$ cat src/hw/clk_setup_defs.vh
// Purpose: constants for the transceiver clock setup block
// Assumes: 200 MHz mclk, Avalon-MM register slave with byte addresses
// Notes:   offsets are byte addresses, one 32-bit word per register
//
// What this block does
// - source over (ratio+1) equals 64 times IF
// - generator makes 38.4 MHz from reference
// - prescale divides input by count plus one
// - data clock is source/(divider+1)/128
// - select cleared takes source from oscillator
// - reference select picks 800 kHz or 1.2 MHz
// - compare frequency is crystal/(ref_divider+1)
// - sleep while power pin low, else standby
// - bias or synth enable gates oscillator, synth enable alone gates PLL, in standby
// - wait state checks synth register changes
// - ADC clocked from the selected source
// - settling delay after synth change
`ifndef CLK_SETUP_DEFS_VH
`define CLK_SETUP_DEFS_VH

// ************************************************************
// register byte offsets
// ************************************************************
`define OFS_CLOCK    8'h00
`define OFS_SYNTH1   8'h04
`define OFS_SYNTH2   8'h08
`define OFS_SYNTH3   8'h0c
`define OFS_SYNTH4   8'h10
`define OFS_MODE     8'h14
`define OFS_STATUS   8'h18

// ************************************************************
// reset values
// ************************************************************
`define RST_CLOCK    32'h0000_0000
`define RST_SYNTH1   32'h0000_0000
`define RST_SYNTH2   32'h0000_0000
`define RST_SYNTH3   32'h0000_0000
`define RST_SYNTH4   32'h0000_0000
`define RST_MODE     32'h0000_0000

// ************************************************************
// fields of the clock register
// ************************************************************
`define F_RATIO_LO   0
`define F_RATIO_HI   4
`define F_PRE_LO     8
`define F_PRE_HI     12
`define F_DRD_LO     16
`define F_DRD_HI     22
`define F_CGSEL      24
`define F_REFSEL     25
`define F_OSCEN      26

// fields of synth registers and mode register
`define F_REFDIV_LO  0
`define F_REFDIV_HI  3
`define F_VCOSEL     4
`define F_SETTLE_LO  8
`define F_SETTLE_HI  10
`define F_INT_LO     0
`define F_INT_HI     7
`define F_FRAC_LO    0
`define F_FRAC_HI    15
`define F_BIAS       0
`define F_SYNTH      1
`define F_TRX        2

// ************************************************************
// fixed divisions and timing
// ************************************************************
`define IF_OVERSAMPLE 64
`define DR_POSTDIV    128
`define CLK_MHZ       200
`define SETTLE_UNIT_US 10
`define SETTLE_UNIT_CYC (`SETTLE_UNIT_US * `CLK_MHZ)

`endif

$ cat src/hw/clk_divider.v
// Purpose: programmable divider producing one-cycle ticks
// Assumes: enable held high while dividing
// Notes:   divides by div+1; reloading on disable keeps phase known
`timescale 1ns/1ps
`default_nettype none
module clk_divider #(
  parameter W = 8
) (
  // clock and reset
  input  wire         mclk,
  input  wire         rstn,
  // control
  input  wire         en,
  input  wire [W-1:0] div,
  // output tick
  output reg          tick
);
  reg [W-1:0] count;

  // count down from div, tick at zero
  always @(posedge mclk or negedge rstn) begin
    if (!rstn) begin
      count <= {W{1'b0}};
      tick  <= 1'b0;
    end else if (!en) begin
      count <= div;
      tick  <= 1'b0;
    end else if (count == {W{1'b0}}) begin
      count <= div;
      tick  <= 1'b1;
    end else begin
      count <= count - {{(W-1){1'b0}}, 1'b1};
      tick  <= 1'b0;
    end
  end
endmodule
`default_nettype wire

$ cat src/hw/clk_setup.v
// Purpose: clock source selection, IF and data-rate dividers, power-state entry
// Assumes: osc_tick and pll_tick are one-cycle strobes at source rates
// Notes:   clocks here are enables on mclk; the analog parts follow them
`include "clk_setup_defs.vh"
`timescale 1ns/1ps
`default_nettype none
module clk_setup #(
  parameter SETTLE_UNIT_CYC = `SETTLE_UNIT_CYC
) (
  // clock and reset
  input  wire        mclk,
  input  wire        rstn,
  // avalon-mm slave
  input  wire [7:0]  address,
  input  wire        read,
  input  wire        write,
  input  wire [31:0] writedata,
  input  wire [3:0]  byteenable,
  output reg  [31:0] readdata,
  output wire        waitrequest,
  // reference ticks from the analog front end
  input  wire        osc_tick,
  input  wire        pll_tick,
  // pins
  input  wire        power_on_pin,
  // analog controls
  output reg         osc_on,
  output reg         bandgap_on,
  output reg         pll_on,
  output reg         clockgen_on,
  output reg         clockgen_reference,
  // derived clocks as tick strobes
  output wire        source_tick,
  output wire        adc_tick,
  output wire        clockgen_tick,
  output wire        if_tick,
  output wire        data_rate_tick,
  // state
  output reg  [1:0]  power_state,
  output reg         trx_ready
);
  // states
  localparam ST_SLEEP   = 2'd0;
  localparam ST_STANDBY = 2'd1;
  localparam ST_WAIT    = 2'd2;
  localparam ST_TRX     = 2'd3;

  // ************************************************************
  // registers
  // ************************************************************
  reg  [31:0] clock_reg;
  reg  [31:0] synth1;
  reg  [31:0] synth2;
  reg  [31:0] synth3;
  reg  [31:0] synth4;
  reg  [31:0] mode_reg;
  reg         synth_changed;
  reg         ack;
  reg  [31:0] next_readdata;

  wire        sel_c  = (address == `OFS_CLOCK);
  wire        sel_1  = (address == `OFS_SYNTH1);
  wire        sel_2  = (address == `OFS_SYNTH2);
  wire        sel_3  = (address == `OFS_SYNTH3);
  wire        sel_4  = (address == `OFS_SYNTH4);
  wire        sel_m  = (address == `OFS_MODE);
  wire        wr_go  = write && ack;   // lands at the answering edge only
  wire        rd_go  = read && !ack;
  wire [31:0] bmask  = {{8{byteenable[3]}}, {8{byteenable[2]}},
                        {8{byteenable[1]}}, {8{byteenable[0]}}};

  // one wait cycle per access; answer arrives on the next edge
  assign waitrequest = (read || write) && !ack;

  // acknowledge toggle so each access takes exactly two edges
  always @(posedge mclk or negedge rstn) begin
    if (!rstn) begin
      ack <= 1'b0;
    end else begin
      ack <= (read || write) && !ack;
    end
  end

  // register writes honour byte enables
  always @(posedge mclk or negedge rstn) begin
    if (!rstn) begin
      clock_reg <= `RST_CLOCK;
      synth1    <= `RST_SYNTH1;
      synth2    <= `RST_SYNTH2;
      synth3    <= `RST_SYNTH3;
      synth4    <= `RST_SYNTH4;
      mode_reg  <= `RST_MODE;
    end else if (wr_go) begin
      if (sel_c) clock_reg <= (clock_reg & ~bmask) | (writedata & bmask);
      // divider words kept for the PLL
      if (sel_1) synth1 <= (synth1 & ~bmask) | (writedata & bmask);
      if (sel_2) synth2 <= (synth2 & ~bmask) | (writedata & bmask);
      if (sel_3) synth3 <= (synth3 & ~bmask) | (writedata & bmask);
      if (sel_4) synth4 <= (synth4 & ~bmask) | (writedata & bmask);
      if (sel_m) mode_reg <= (mode_reg & ~bmask) | (writedata & bmask);
    end
  end

  // change detect
  // any write touching a synth register marks it changed; the set wins
  // over the clear taken when the wait state consumes the flag
  wire synth_wr = wr_go && (sel_1 || sel_2 || sel_3 || sel_4) && (byteenable != 4'h0);
  wire consume;
  always @(posedge mclk or negedge rstn) begin
    if (!rstn) begin
      synth_changed <= 1'b0;
    end else if (synth_wr) begin
      synth_changed <= 1'b1;
    end else if (consume) begin
      synth_changed <= 1'b0;
    end
  end

  // read mux; unmapped addresses read zero
  always @* begin
    next_readdata = 32'h0000_0000;
    case (address)
      `OFS_CLOCK:  next_readdata = clock_reg;
      `OFS_SYNTH1: next_readdata = synth1;
      `OFS_SYNTH2: next_readdata = synth2;
      `OFS_SYNTH3: next_readdata = synth3;
      `OFS_SYNTH4: next_readdata = synth4;
      `OFS_MODE:   next_readdata = mode_reg;
      `OFS_STATUS: next_readdata = {26'h0, synth_changed, trx_ready, pll_on,
                                    osc_on, power_state};
      default:     next_readdata = 32'h0000_0000;
    endcase
  end

  always @(posedge mclk or negedge rstn) begin
    if (!rstn) begin
      readdata <= 32'h0000_0000;
    end else if (rd_go) begin
      readdata <= next_readdata;
    end
  end

  // ************************************************************
  // field decode
  // ************************************************************
  wire [4:0] ref_to_if_ratio   = clock_reg[`F_RATIO_HI:`F_RATIO_LO];
  wire [4:0] clockgen_prescale = clock_reg[`F_PRE_HI:`F_PRE_LO];
  wire [6:0] data_rate_divider = clock_reg[`F_DRD_HI:`F_DRD_LO];
  wire       clockgen_select   = clock_reg[`F_CGSEL];
  wire       clockgen_ref_sel  = clock_reg[`F_REFSEL];
  wire       osc_enable        = clock_reg[`F_OSCEN];
  wire       chip_bias_enable  = mode_reg[`F_BIAS];
  wire       synth_enable      = mode_reg[`F_SYNTH];
  wire       trx_request       = mode_reg[`F_TRX];
  wire [2:0] settle_delay_select = synth1[`F_SETTLE_HI:`F_SETTLE_LO];

  // ************************************************************
  // power pin synchroniser
  // ************************************************************
  reg [2:0] pwr_sync;
  reg       power_on;

  // three stages; the level changes only when the last two agree
  always @(posedge mclk or negedge rstn) begin
    if (!rstn) begin
      pwr_sync <= 3'b000;
      power_on <= 1'b0;
    end else begin
      pwr_sync <= {pwr_sync[1:0], power_on_pin};
      if (pwr_sync[2] == pwr_sync[1]) power_on <= pwr_sync[2];
    end
  end

  // ************************************************************
  // clock source and dividers
  // ************************************************************
  // oscillator or generator source, picked by clockgen_select
  assign source_tick = clockgen_select ? pll_tick : osc_tick;
  assign adc_tick = source_tick;

  clk_divider #(.W(5)) u_prescale (
    .mclk (mclk),
    .rstn (rstn),
    .en   (clockgen_select && osc_on),
    .div  (clockgen_prescale),
    .tick (clockgen_tick)
  );

  // IF divides the (ratio+1) output by 64
  // a gated counter here, since the shared divider reloads whenever its
  // enable drops, and source ticks leave gaps between them
  reg  [5:0] if_count;
  reg  [4:0] ratio_cnt;
  reg        ratio_hit;
  always @(posedge mclk or negedge rstn) begin
    if (!rstn) begin
      ratio_cnt <= 5'h00;
      ratio_hit <= 1'b0;
      if_count  <= 6'h00;
    end else begin
      ratio_hit <= 1'b0;
      if (source_tick) begin
        if (ratio_cnt >= ref_to_if_ratio) begin
          ratio_cnt <= 5'h00;
          ratio_hit <= 1'b1;
        end else begin
          ratio_cnt <= ratio_cnt + 5'h01;
        end
      end
      if (ratio_hit) if_count <= if_count + 6'h01;
    end
  end
  assign if_tick = ratio_hit && (if_count == 6'h3f);

  reg [6:0] dr_cnt;
  reg [6:0] dr_post;
  reg       dr_hit;
  always @(posedge mclk or negedge rstn) begin
    if (!rstn) begin
      dr_cnt  <= 7'h00;
      dr_post <= 7'h00;
      dr_hit  <= 1'b0;
    end else begin
      dr_hit <= 1'b0;
      if (source_tick) begin
        if (dr_cnt >= data_rate_divider) begin
          dr_cnt <= 7'h00;
          dr_hit <= 1'b1;
        end else begin
          dr_cnt <= dr_cnt + 7'h01;
        end
      end
      if (dr_hit) dr_post <= dr_post + 7'h01;
    end
  end
  assign data_rate_tick = dr_hit && (dr_post == 7'h7f);

  // ************************************************************
  // power state machine
  // ************************************************************
  reg [15:0] settle_cnt;
  reg [2:0]  settle_units;
  assign consume = (power_state == ST_WAIT) && synth_changed &&
                   (settle_cnt == 16'h0000) && (settle_units == 3'h0);

  always @(posedge mclk or negedge rstn) begin
    if (!rstn) begin
      power_state  <= ST_SLEEP;
      settle_cnt   <= 16'h0000;
      settle_units <= 3'h0;
      trx_ready    <= 1'b0;
    end else begin
      trx_ready <= 1'b0;
      case (power_state)
        ST_SLEEP: begin
          if (power_on) power_state <= ST_STANDBY;
        end
        ST_STANDBY: begin
          if (!power_on) begin
            power_state <= ST_SLEEP;
          end else if (trx_request) begin
            power_state  <= ST_WAIT;
            settle_cnt   <= SETTLE_UNIT_CYC[15:0];
            settle_units <= settle_delay_select;
          end
        end
        ST_WAIT: begin
          if (!power_on) begin
            power_state <= ST_SLEEP;
          end else if (!synth_changed) begin
            power_state <= ST_TRX;
          end else if (settle_cnt != 16'h0000) begin
            settle_cnt <= settle_cnt - 16'h0001;
          end else if (settle_units != 3'h0) begin
            settle_units <= settle_units - 3'h1;
            settle_cnt   <= SETTLE_UNIT_CYC[15:0];
          end else begin
            power_state <= ST_TRX;
          end
        end
        ST_TRX: begin
          trx_ready <= 1'b1;
          if (!power_on) power_state <= ST_SLEEP;
          else if (!trx_request) power_state <= ST_STANDBY;
        end
        default: power_state <= ST_SLEEP;
      endcase
    end
  end

  always @(posedge mclk or negedge rstn) begin
    if (!rstn) begin
      osc_on             <= 1'b0;
      bandgap_on         <= 1'b0;
      pll_on             <= 1'b0;
      clockgen_on        <= 1'b0;
      clockgen_reference <= 1'b0;
    end else begin
      osc_on      <= (power_state != ST_SLEEP) &&
                     (chip_bias_enable || synth_enable || power_state != ST_STANDBY) &&
                     osc_enable;
      bandgap_on  <= (power_state != ST_SLEEP) &&
                     (chip_bias_enable || synth_enable || power_state != ST_STANDBY);
      pll_on      <= (power_state != ST_SLEEP) &&
                     (synth_enable || power_state != ST_STANDBY);
      clockgen_on <= (power_state != ST_SLEEP) && clockgen_select;
      clockgen_reference <= clockgen_ref_sel;
    end
  end
endmodule
`default_nettype wire

$ cat config.mk
export PLATFORM = sky130hd
export DESIGN_NAME = clk_setup
export DESIGN_NICKNAME = d
export VERILOG_FILES = /design/src/hw/clk_divider.v /design/src/hw/clk_setup.v
export VERILOG_INCLUDE_DIRS = /design/src /design/src/hw
export SDC_FILE = /design/constraint.sdc
export NUM_CORES = 1
export LEC_CHECK = 0
export ABC_CLOCK_PERIOD_IN_PS = 1900
export BUFFER_PORTS_ARGS = -buffer_cell sky130_fd_sc_hd__buf_2
export CAP_MARGIN = 20
export CORE_ASPECT_RATIO = 0.5
export CORE_MARGIN = 1
export CORE_UTILIZATION = 41
export CTS_CLUSTER_DIAMETER = 40
export DETAILED_ROUTE_END_ITERATION = 10
export HOLD_SLACK_MARGIN = 0.05
export PLACE_DENSITY = 0.62
export SLEW_MARGIN = 10
export SYNTH_ARGS = -nofsm -noshare
export SYNTH_HDL_FRONTEND = slang
export SYNTH_SLANG_ARGS = --single-unit
export TNS_END_PERCENT = 20
$ cat constraint.sdc
create_clock -name mclk -period 1.9 [get_ports mclk]
set_input_delay 0.285 -clock mclk [delete_from_list [all_inputs] [get_ports mclk]]
set_output_delay 0.285 -clock mclk [all_outputs]
set_load 0.005 [all_outputs]
Yosys cells after proc, flatten, opt, wreduce, memory -nomap -nowiden
Cells that the tools add are included.
Word-level totals
  input port bits: 51
  word-level logic and storage cells: 158
  register bits after elaboration: 290
  output and inout port bits: 46
Cells by class
  reduce and logical (&&, ||, !) cells: 43
  multiplexer cells: 39
  add/subtract/negate cells: 7
  $lt $le $gt $ge: 2
  eq/ne operators: 25
  bitwise operators: 14
Operator list (count)
  AND 32 bit: 7
  one-hot mux 32 bit (7 select lines): 1
  bitwise OR 32 bit: 6
  2-to-1 mux 16 bit: 6
  NOT 32 bit: 1
  one-hot mux 16 bit (2 select lines): 1
  equality test 8 x 5 -> 1 bit (second input constant): 3
  2-to-1 mux 2 bit: 9
  2-to-1 mux 3 bit: 6
  equality test 8 x 4 -> 1 bit (second input constant): 2
  zero test 16 bit: 1
  nonzero test 16 bit: 1
  subtractor 16 x 1 -> 16 bit (second input constant): 1
  logical AND 1 bit: 15
  2-to-1 mux 5 bit: 3
  adder 7 x 1 -> 7 bit (second input constant): 2
  inequality test 2 bit (second input constant): 6
  AND reduction 2 bit: 6
  2-to-1 mux 1 bit: 10
  equality test 8 x 3 -> 1 bit (second input constant): 1
  zero test 8 bit: 1
  inequality test 4 bit (second input constant): 2
  one-hot mux 2 bit (4 select lines): 1
  equality test 7 bit (second input constant): 1
  26 further kinds: 37

Logic depth before layout (Yosys ltp)
  word-level depth: 7
  depth in mapped cells: 9
  depth with buffers taken out: 8

Hierarchy
A second synthesis with hierarchy kept.
Unflattened totals
  cell total of the unflattened synthesis: 1036
  area total of the unflattened synthesis: 13392.8 um2
Modules (own cells, without submodules)
  clk_setup: area an instance 13095.1 um2, cells each 1013, instances 1, sequential area each 7106.8 um2
  clk_divider: area an instance 297.8 um2, cells each 23, instances 1, sequential area each 150.1 um2

Worst setup path before layout
OpenSTA, ideal clock, no wires.
  path type: reg2reg
  start: reg power_state[1]
  end: reg settle_cnt[3]
  path buffers: 0
  data arrival time: 1846 ps
  clock period less this slack: 1972 ps
  setup time: 126 ps
  stages on the path, launching flop included: 9
  data required time: 1774 ps
  slack: -72 ps
  path through: dfrtp_1 > inv_1 > ha_1 > a21boi_0 > a211oi_2 > o21ai_1 > a21o_1 > nand2_1 > o21ai_0
Between the ends
  longest elaborated chain between the ends: 3
  elaborated cells between the ends (all ways): 10
  those cells by class: eq/ne: 7; mux: 1; reduce/logical: 2
RTL lines
  start, declared: RTL line clk_setup.v:39  | output reg [1:0] power_state,
  start signal, assigned: RTL line clk_setup.v:248  | power_state <= ST_SLEEP;
  start signal, assigned: RTL line clk_setup.v:256  | if (power_on) power_state <= ST_STANDBY;
  start signal, assigned: RTL line clk_setup.v:260  | power_state <= ST_SLEEP;
  equality test 2 bit or equality test 2 x 1 -> 1 bit (tied branches): RTL line clk_setup.v:254  | case (power_state)
  inequality test 3 x 1 -> 1 bit (no line), or another cell as far along
  AND reduction 6 bit (no line)
  end signal, assigned: RTL line clk_setup.v:263  | settle_cnt <= SETTLE_UNIT_CYC[15:0];
  end signal, assigned: RTL line clk_setup.v:273  | settle_cnt <= settle_cnt - 16'h0001;
  end signal, assigned: RTL line clk_setup.v:276  | settle_cnt <= SETTLE_UNIT_CYC[15:0];
  end, declared: RTL line clk_setup.v:241  | reg [15:0] settle_cnt;
Several ways; a longest one is shown, not always the timed one.
A chain may end at the register's enable or synchronous reset.

Final worst setup path
  start: reg settle_cnt[2]
  end: reg settle_cnt[9]
Between the ends
  longest elaborated chain between the ends: 5
  elaborated cells between the ends (all ways): 8
  those cells by class: add/sub: 1; eq/ne: 1; mux: 4; reduce/logical: 2
RTL lines
  subtractor 16 x 1 -> 16 bit or nonzero test 16 bit (tied branches): RTL line clk_setup.v:273, clk_setup.v:272
  2-to-1 mux 16 bit: RTL line clk_setup.v:272  | end else if (settle_cnt != 16'h0000) begin
  2-to-1 mux 16 bit: RTL line clk_setup.v:270  | end else if (!synth_changed) begin
  2-to-1 mux 16 bit: RTL line clk_setup.v:268  | if (!power_on) begin
  one-hot mux 16 bit (2 select lines): RTL line clk_setup.v:254
Several ways; a longest one is shown, not always the timed one. The select of a mux whose other input is x is not followed.

==> results by group <==
STA
  • Post-route minimum period: 1.970 ns
  • Peak Freq: 507.7 MHz
  • Final worst slack: -0.06981 ns
  • Crit share post-route: 1.037
  • Slew @ Worst Pin: 0.4956 ns
  • Min Hold Slack: 0.06699 ns
  • Final hold vios: 0
  • Worst Skew: 0.02886 ns
  • Final Max Slew Viols: 0
  • Slew headroom: 0.6671
  • RSZ-0062 raised after global routing: yes
  • Setup-failing EPs final: 9
  • Fin Setup TNS: -0.2194 ns

Clock tree
  • CTS max path bufs: 3
  • CTS Root Cell: clkbuf_16
  • H-Tree Depth: 1
  • # clock sinks: between 200 and 300
  • Clock slew at reported path FFs: ~0.060 ns
  • TritonCTS buffer count: 31
  • Clk Latency, worst-skew pair: a little under 0.6 ns
  • CTS tree: built

Synthesis
  • Syn nets: roughly 1,200
  • Post-synth EDFFs: 0
  • Syn. warnings: 0
  • Ranking of synthesized cells by area: dfrtp_1 (54%), mux2_2 (12%), mux2i_1 (4.4%), mux2_1 (4.0%), nand2_1 (2.7%)
  • Cell area after synthesis: roughly 13,000 um^2
  • Largest area contributor in the netlist: dfrtp_1
  • Post-synth top area share: 0.5402
  • Count of cell types in the netlist: between 60 and 70
  • Gate Count Post-Synth: 1,098
  • Most used DFF post-synth: dfrtp_1
  • Flops & latches, synth: 290
  • Seq/Total Area, Yosys: 0.5402
  • Ys async rst share: 1.000
  • Mean Syn Cell Area: around 12 um^2

Cells and area
  • Fin nets: about 1,400
  • Finished Layout Cells: 1,808
  • Multi-input gate area: slightly above 6000 um^2
  • Share of post-route cells with drive strength above 1: 0.3585
  • Synth-to-layout area growth: 27.52%
  • Filler cell count: ~2,700
  • Reg area: 7258 um^2

Drt
  • DR WL/cell: 18.89 um
  • Vias: ~9,600
  • Final ANT Viol Nets: 0
  • Vias per cell: between 5 and 6
  • Drt initial violations: about 560
  • First-pass iteration count of the detailed router: 5
  • Residual DRC count: 0
  • Post-Route WL: 34.15 mm

Floorplanning
  • Row cnt: 46
  • Die ar.: 33,540 um^2
  • Core area: 31,940 um^2
  • Io pins: between 90 and 100
  • Die height: between 100 and 150 um
  • Initial Util: 0.4206
  • Die Wd: between 200 and 300 um

Min path
  • Worst min path class: input pin to register

GRT
  • Initial antenna violation count: 2
  • Tot GR Track Use: 0.2053
  • Pin count of the biggest net entering global routing: between 50 and 60
  • Global-route wire length before repair: roughly 54 mm
  • Vias in the first global route: 9,804
  • Total gr overflow: 0

Pwr
  • Lkg Pwr: about 8.3 nW
  • Pwr/cell area: around 940 nW/um^2
  • Peak VDD IR: ~0.56 mV

Worst setup path
  • Endpoint class of the critical path: register
  • Element type at the critical path start: register
  • CP Class: register to register
  • Critical Path RT: roughly 2.4 ns
  • Worst EP arrival: 2.45 ns
  • Critical Path Fanout Max: 4

Outcome
  • Failing checks: setup timing
  • Status: complete, but fails checks

Place
  • GPL Wtd Cong: roughly 0.84
  • Hpwl dp: 23.82 mm
  • Placed Instances: 1,708
  • I/O Buffers: between 90 and 100

Flow run
  • Max-cap violation count: 0
## stage by stage
step | area [um^2] | setup WS, ns | total power, mW | utilization
final | 17130 | -0.06981 | 16.10 | 0.5363
after floorplan | 13440 | -0.01747 | 8.155 | -
after CTS | 16900 | -0.04675 | 15.87 | 0.5292
after global placement | 15450 | -0.1259 | 9.318 | 0.4836
after detailed placement | 15450 | -0.1703 | 9.405 | 0.4836
after global routing | 17130 | -0.1494 | 16.82 | 0.5363
## worst max-delay path, cell delays in order, from the launching register on
cell	delay (ns)
dfrtp_1	0.38
or4_4	0.58
or4_4	0.47
nor3_4	0.14
nand2b_1	0.13
a21oi_1	0.06
a31oi_1	0.14
## metal layers
metal	wire length [um]	GRT usage	part of all wire
met1	15160	0.2707	0.44
met5	0	0	0
met2	16960	0.3569	0.50
met3	1210	0.03225	0.035
met4	820	0.05256	0.024
## where the power goes
part | leakage [nW] | total (mW) | internal (mW) | switching, mW
clock | 0.522 | 6.32 | 3.71 | 2.62
combinational | 3.84 | 3.04 | 1.47 | 1.57
sequential | 3.96 | 6.74 | 6.49 | 0.251
total | 8.33 | 16.1 | 11.7 | 4.44
## kinds of logic (layout without fill, tap and decap cells)
family | Yosys count | after routing | synth area share
adders and majority gates | 26 | 26 | 0.02403
and+or+nand+nor | 243 | 243 | 0.08811
xor gates and xnor gates | 18 | 18 | 0.01174
muxes | 270 | 270 | 0.2334
buffers and inverters | 75 | 352 | 0.02291
AOI/OAI and AO/OA | 176 | 176 | 0.07963
other | 0 | 1 | 0
DFF | 290 | 290 | 0.5402
## synth_stat cells, types with 3 or more instances
| cell | n |
|---|---|
| nor3_1 | 11 |
| inv_1 | 29 |
| or3_1 | 7 |
| a22oi_1 | 10 |
| xnor2_1 | 10 |
| buf_2 | 15 |
| a2bb2oi_1 | 8 |
| nand3_1 | 17 |
| nand4_1 | 9 |
| nor2_2 | 3 |
| o21ai_1 | 11 |
| a31oi_1 | 8 |
| a21oi_1 | 39 |
| mux2_2 | 148 |
| nor3_2 | 4 |
| nor2b_1 | 5 |
| clkbuf_1 | 26 |
| o22ai_1 | 19 |
| o31ai_1 | 5 |
| and3_1 | 3 |
| xor2_1 | 8 |
| nand2b_1 | 11 |
| o21ai_0 | 51 |
| nor2_1 | 54 |
| mux2i_1 | 59 |
| a21o_1 | 4 |
| dfrtp_1 | 290 |
| ha_1 | 25 |
| o32ai_1 | 3 |
| mux2_1 | 48 |
| nand2_1 | 96 |
| mux4_2 | 15 |
| and2_1 | 5 |
## final timing paths
kind,slack (ns),startpoint,depth (start not counted),end
setup / recovery,-0.07,settle_cnt[2],6,settle_cnt[9]
hold / removal,0.07,writedata[9],2,register
setup reg to reg,-0.07,settle_cnt[2],6,settle_cnt[9]
hold reg to reg,0.35,pwr_sync[0],0,pwr_sync[1]
max in group asynchronous,0.98,rstn,3,settle_cnt[1]
min in group asynchronous,0.23,rstn,2,readdata[23]
## layout by cell type, fill, tap and decap left out, types with 26 or more instances in the layout
cell type	n
a21oi_1	38
clkbuf_16	31
o21ai_0	48
buf_2	94
mux2_1	48
mux2i_1	59
inv_1	26
mux2_2	148
nor2_1	51
dfrtp_1	289
dlygate4sd3_1	35
nand2_1	94
buf_4	114
## layout make-up
class	instances	share of cell area
sequential	290	0.4237
multi-input combinational	733	0.3529
timing repair buffer	266	0.1219
clock buffer	35	0.04850
tap	432	0.03155
clock inverter	21	0.01431
inverter	30	0.007011
antenna	1	0.0001461
## repair_timing
| item | 4_1_cts | 5_1_grt |
|---|---|---|
| endpoints found under the setup margin | 11 | 32 |
| resized for setup | 8 | 37 |
| hold buffers | 35 | 0 |
| buffers inserted | 1 | 8 |
| hold endpoints to repair | 368 | 0 |
| pin swaps | 1 | 10 |
No activity file was read; power rests on OpenSTA's default activity.
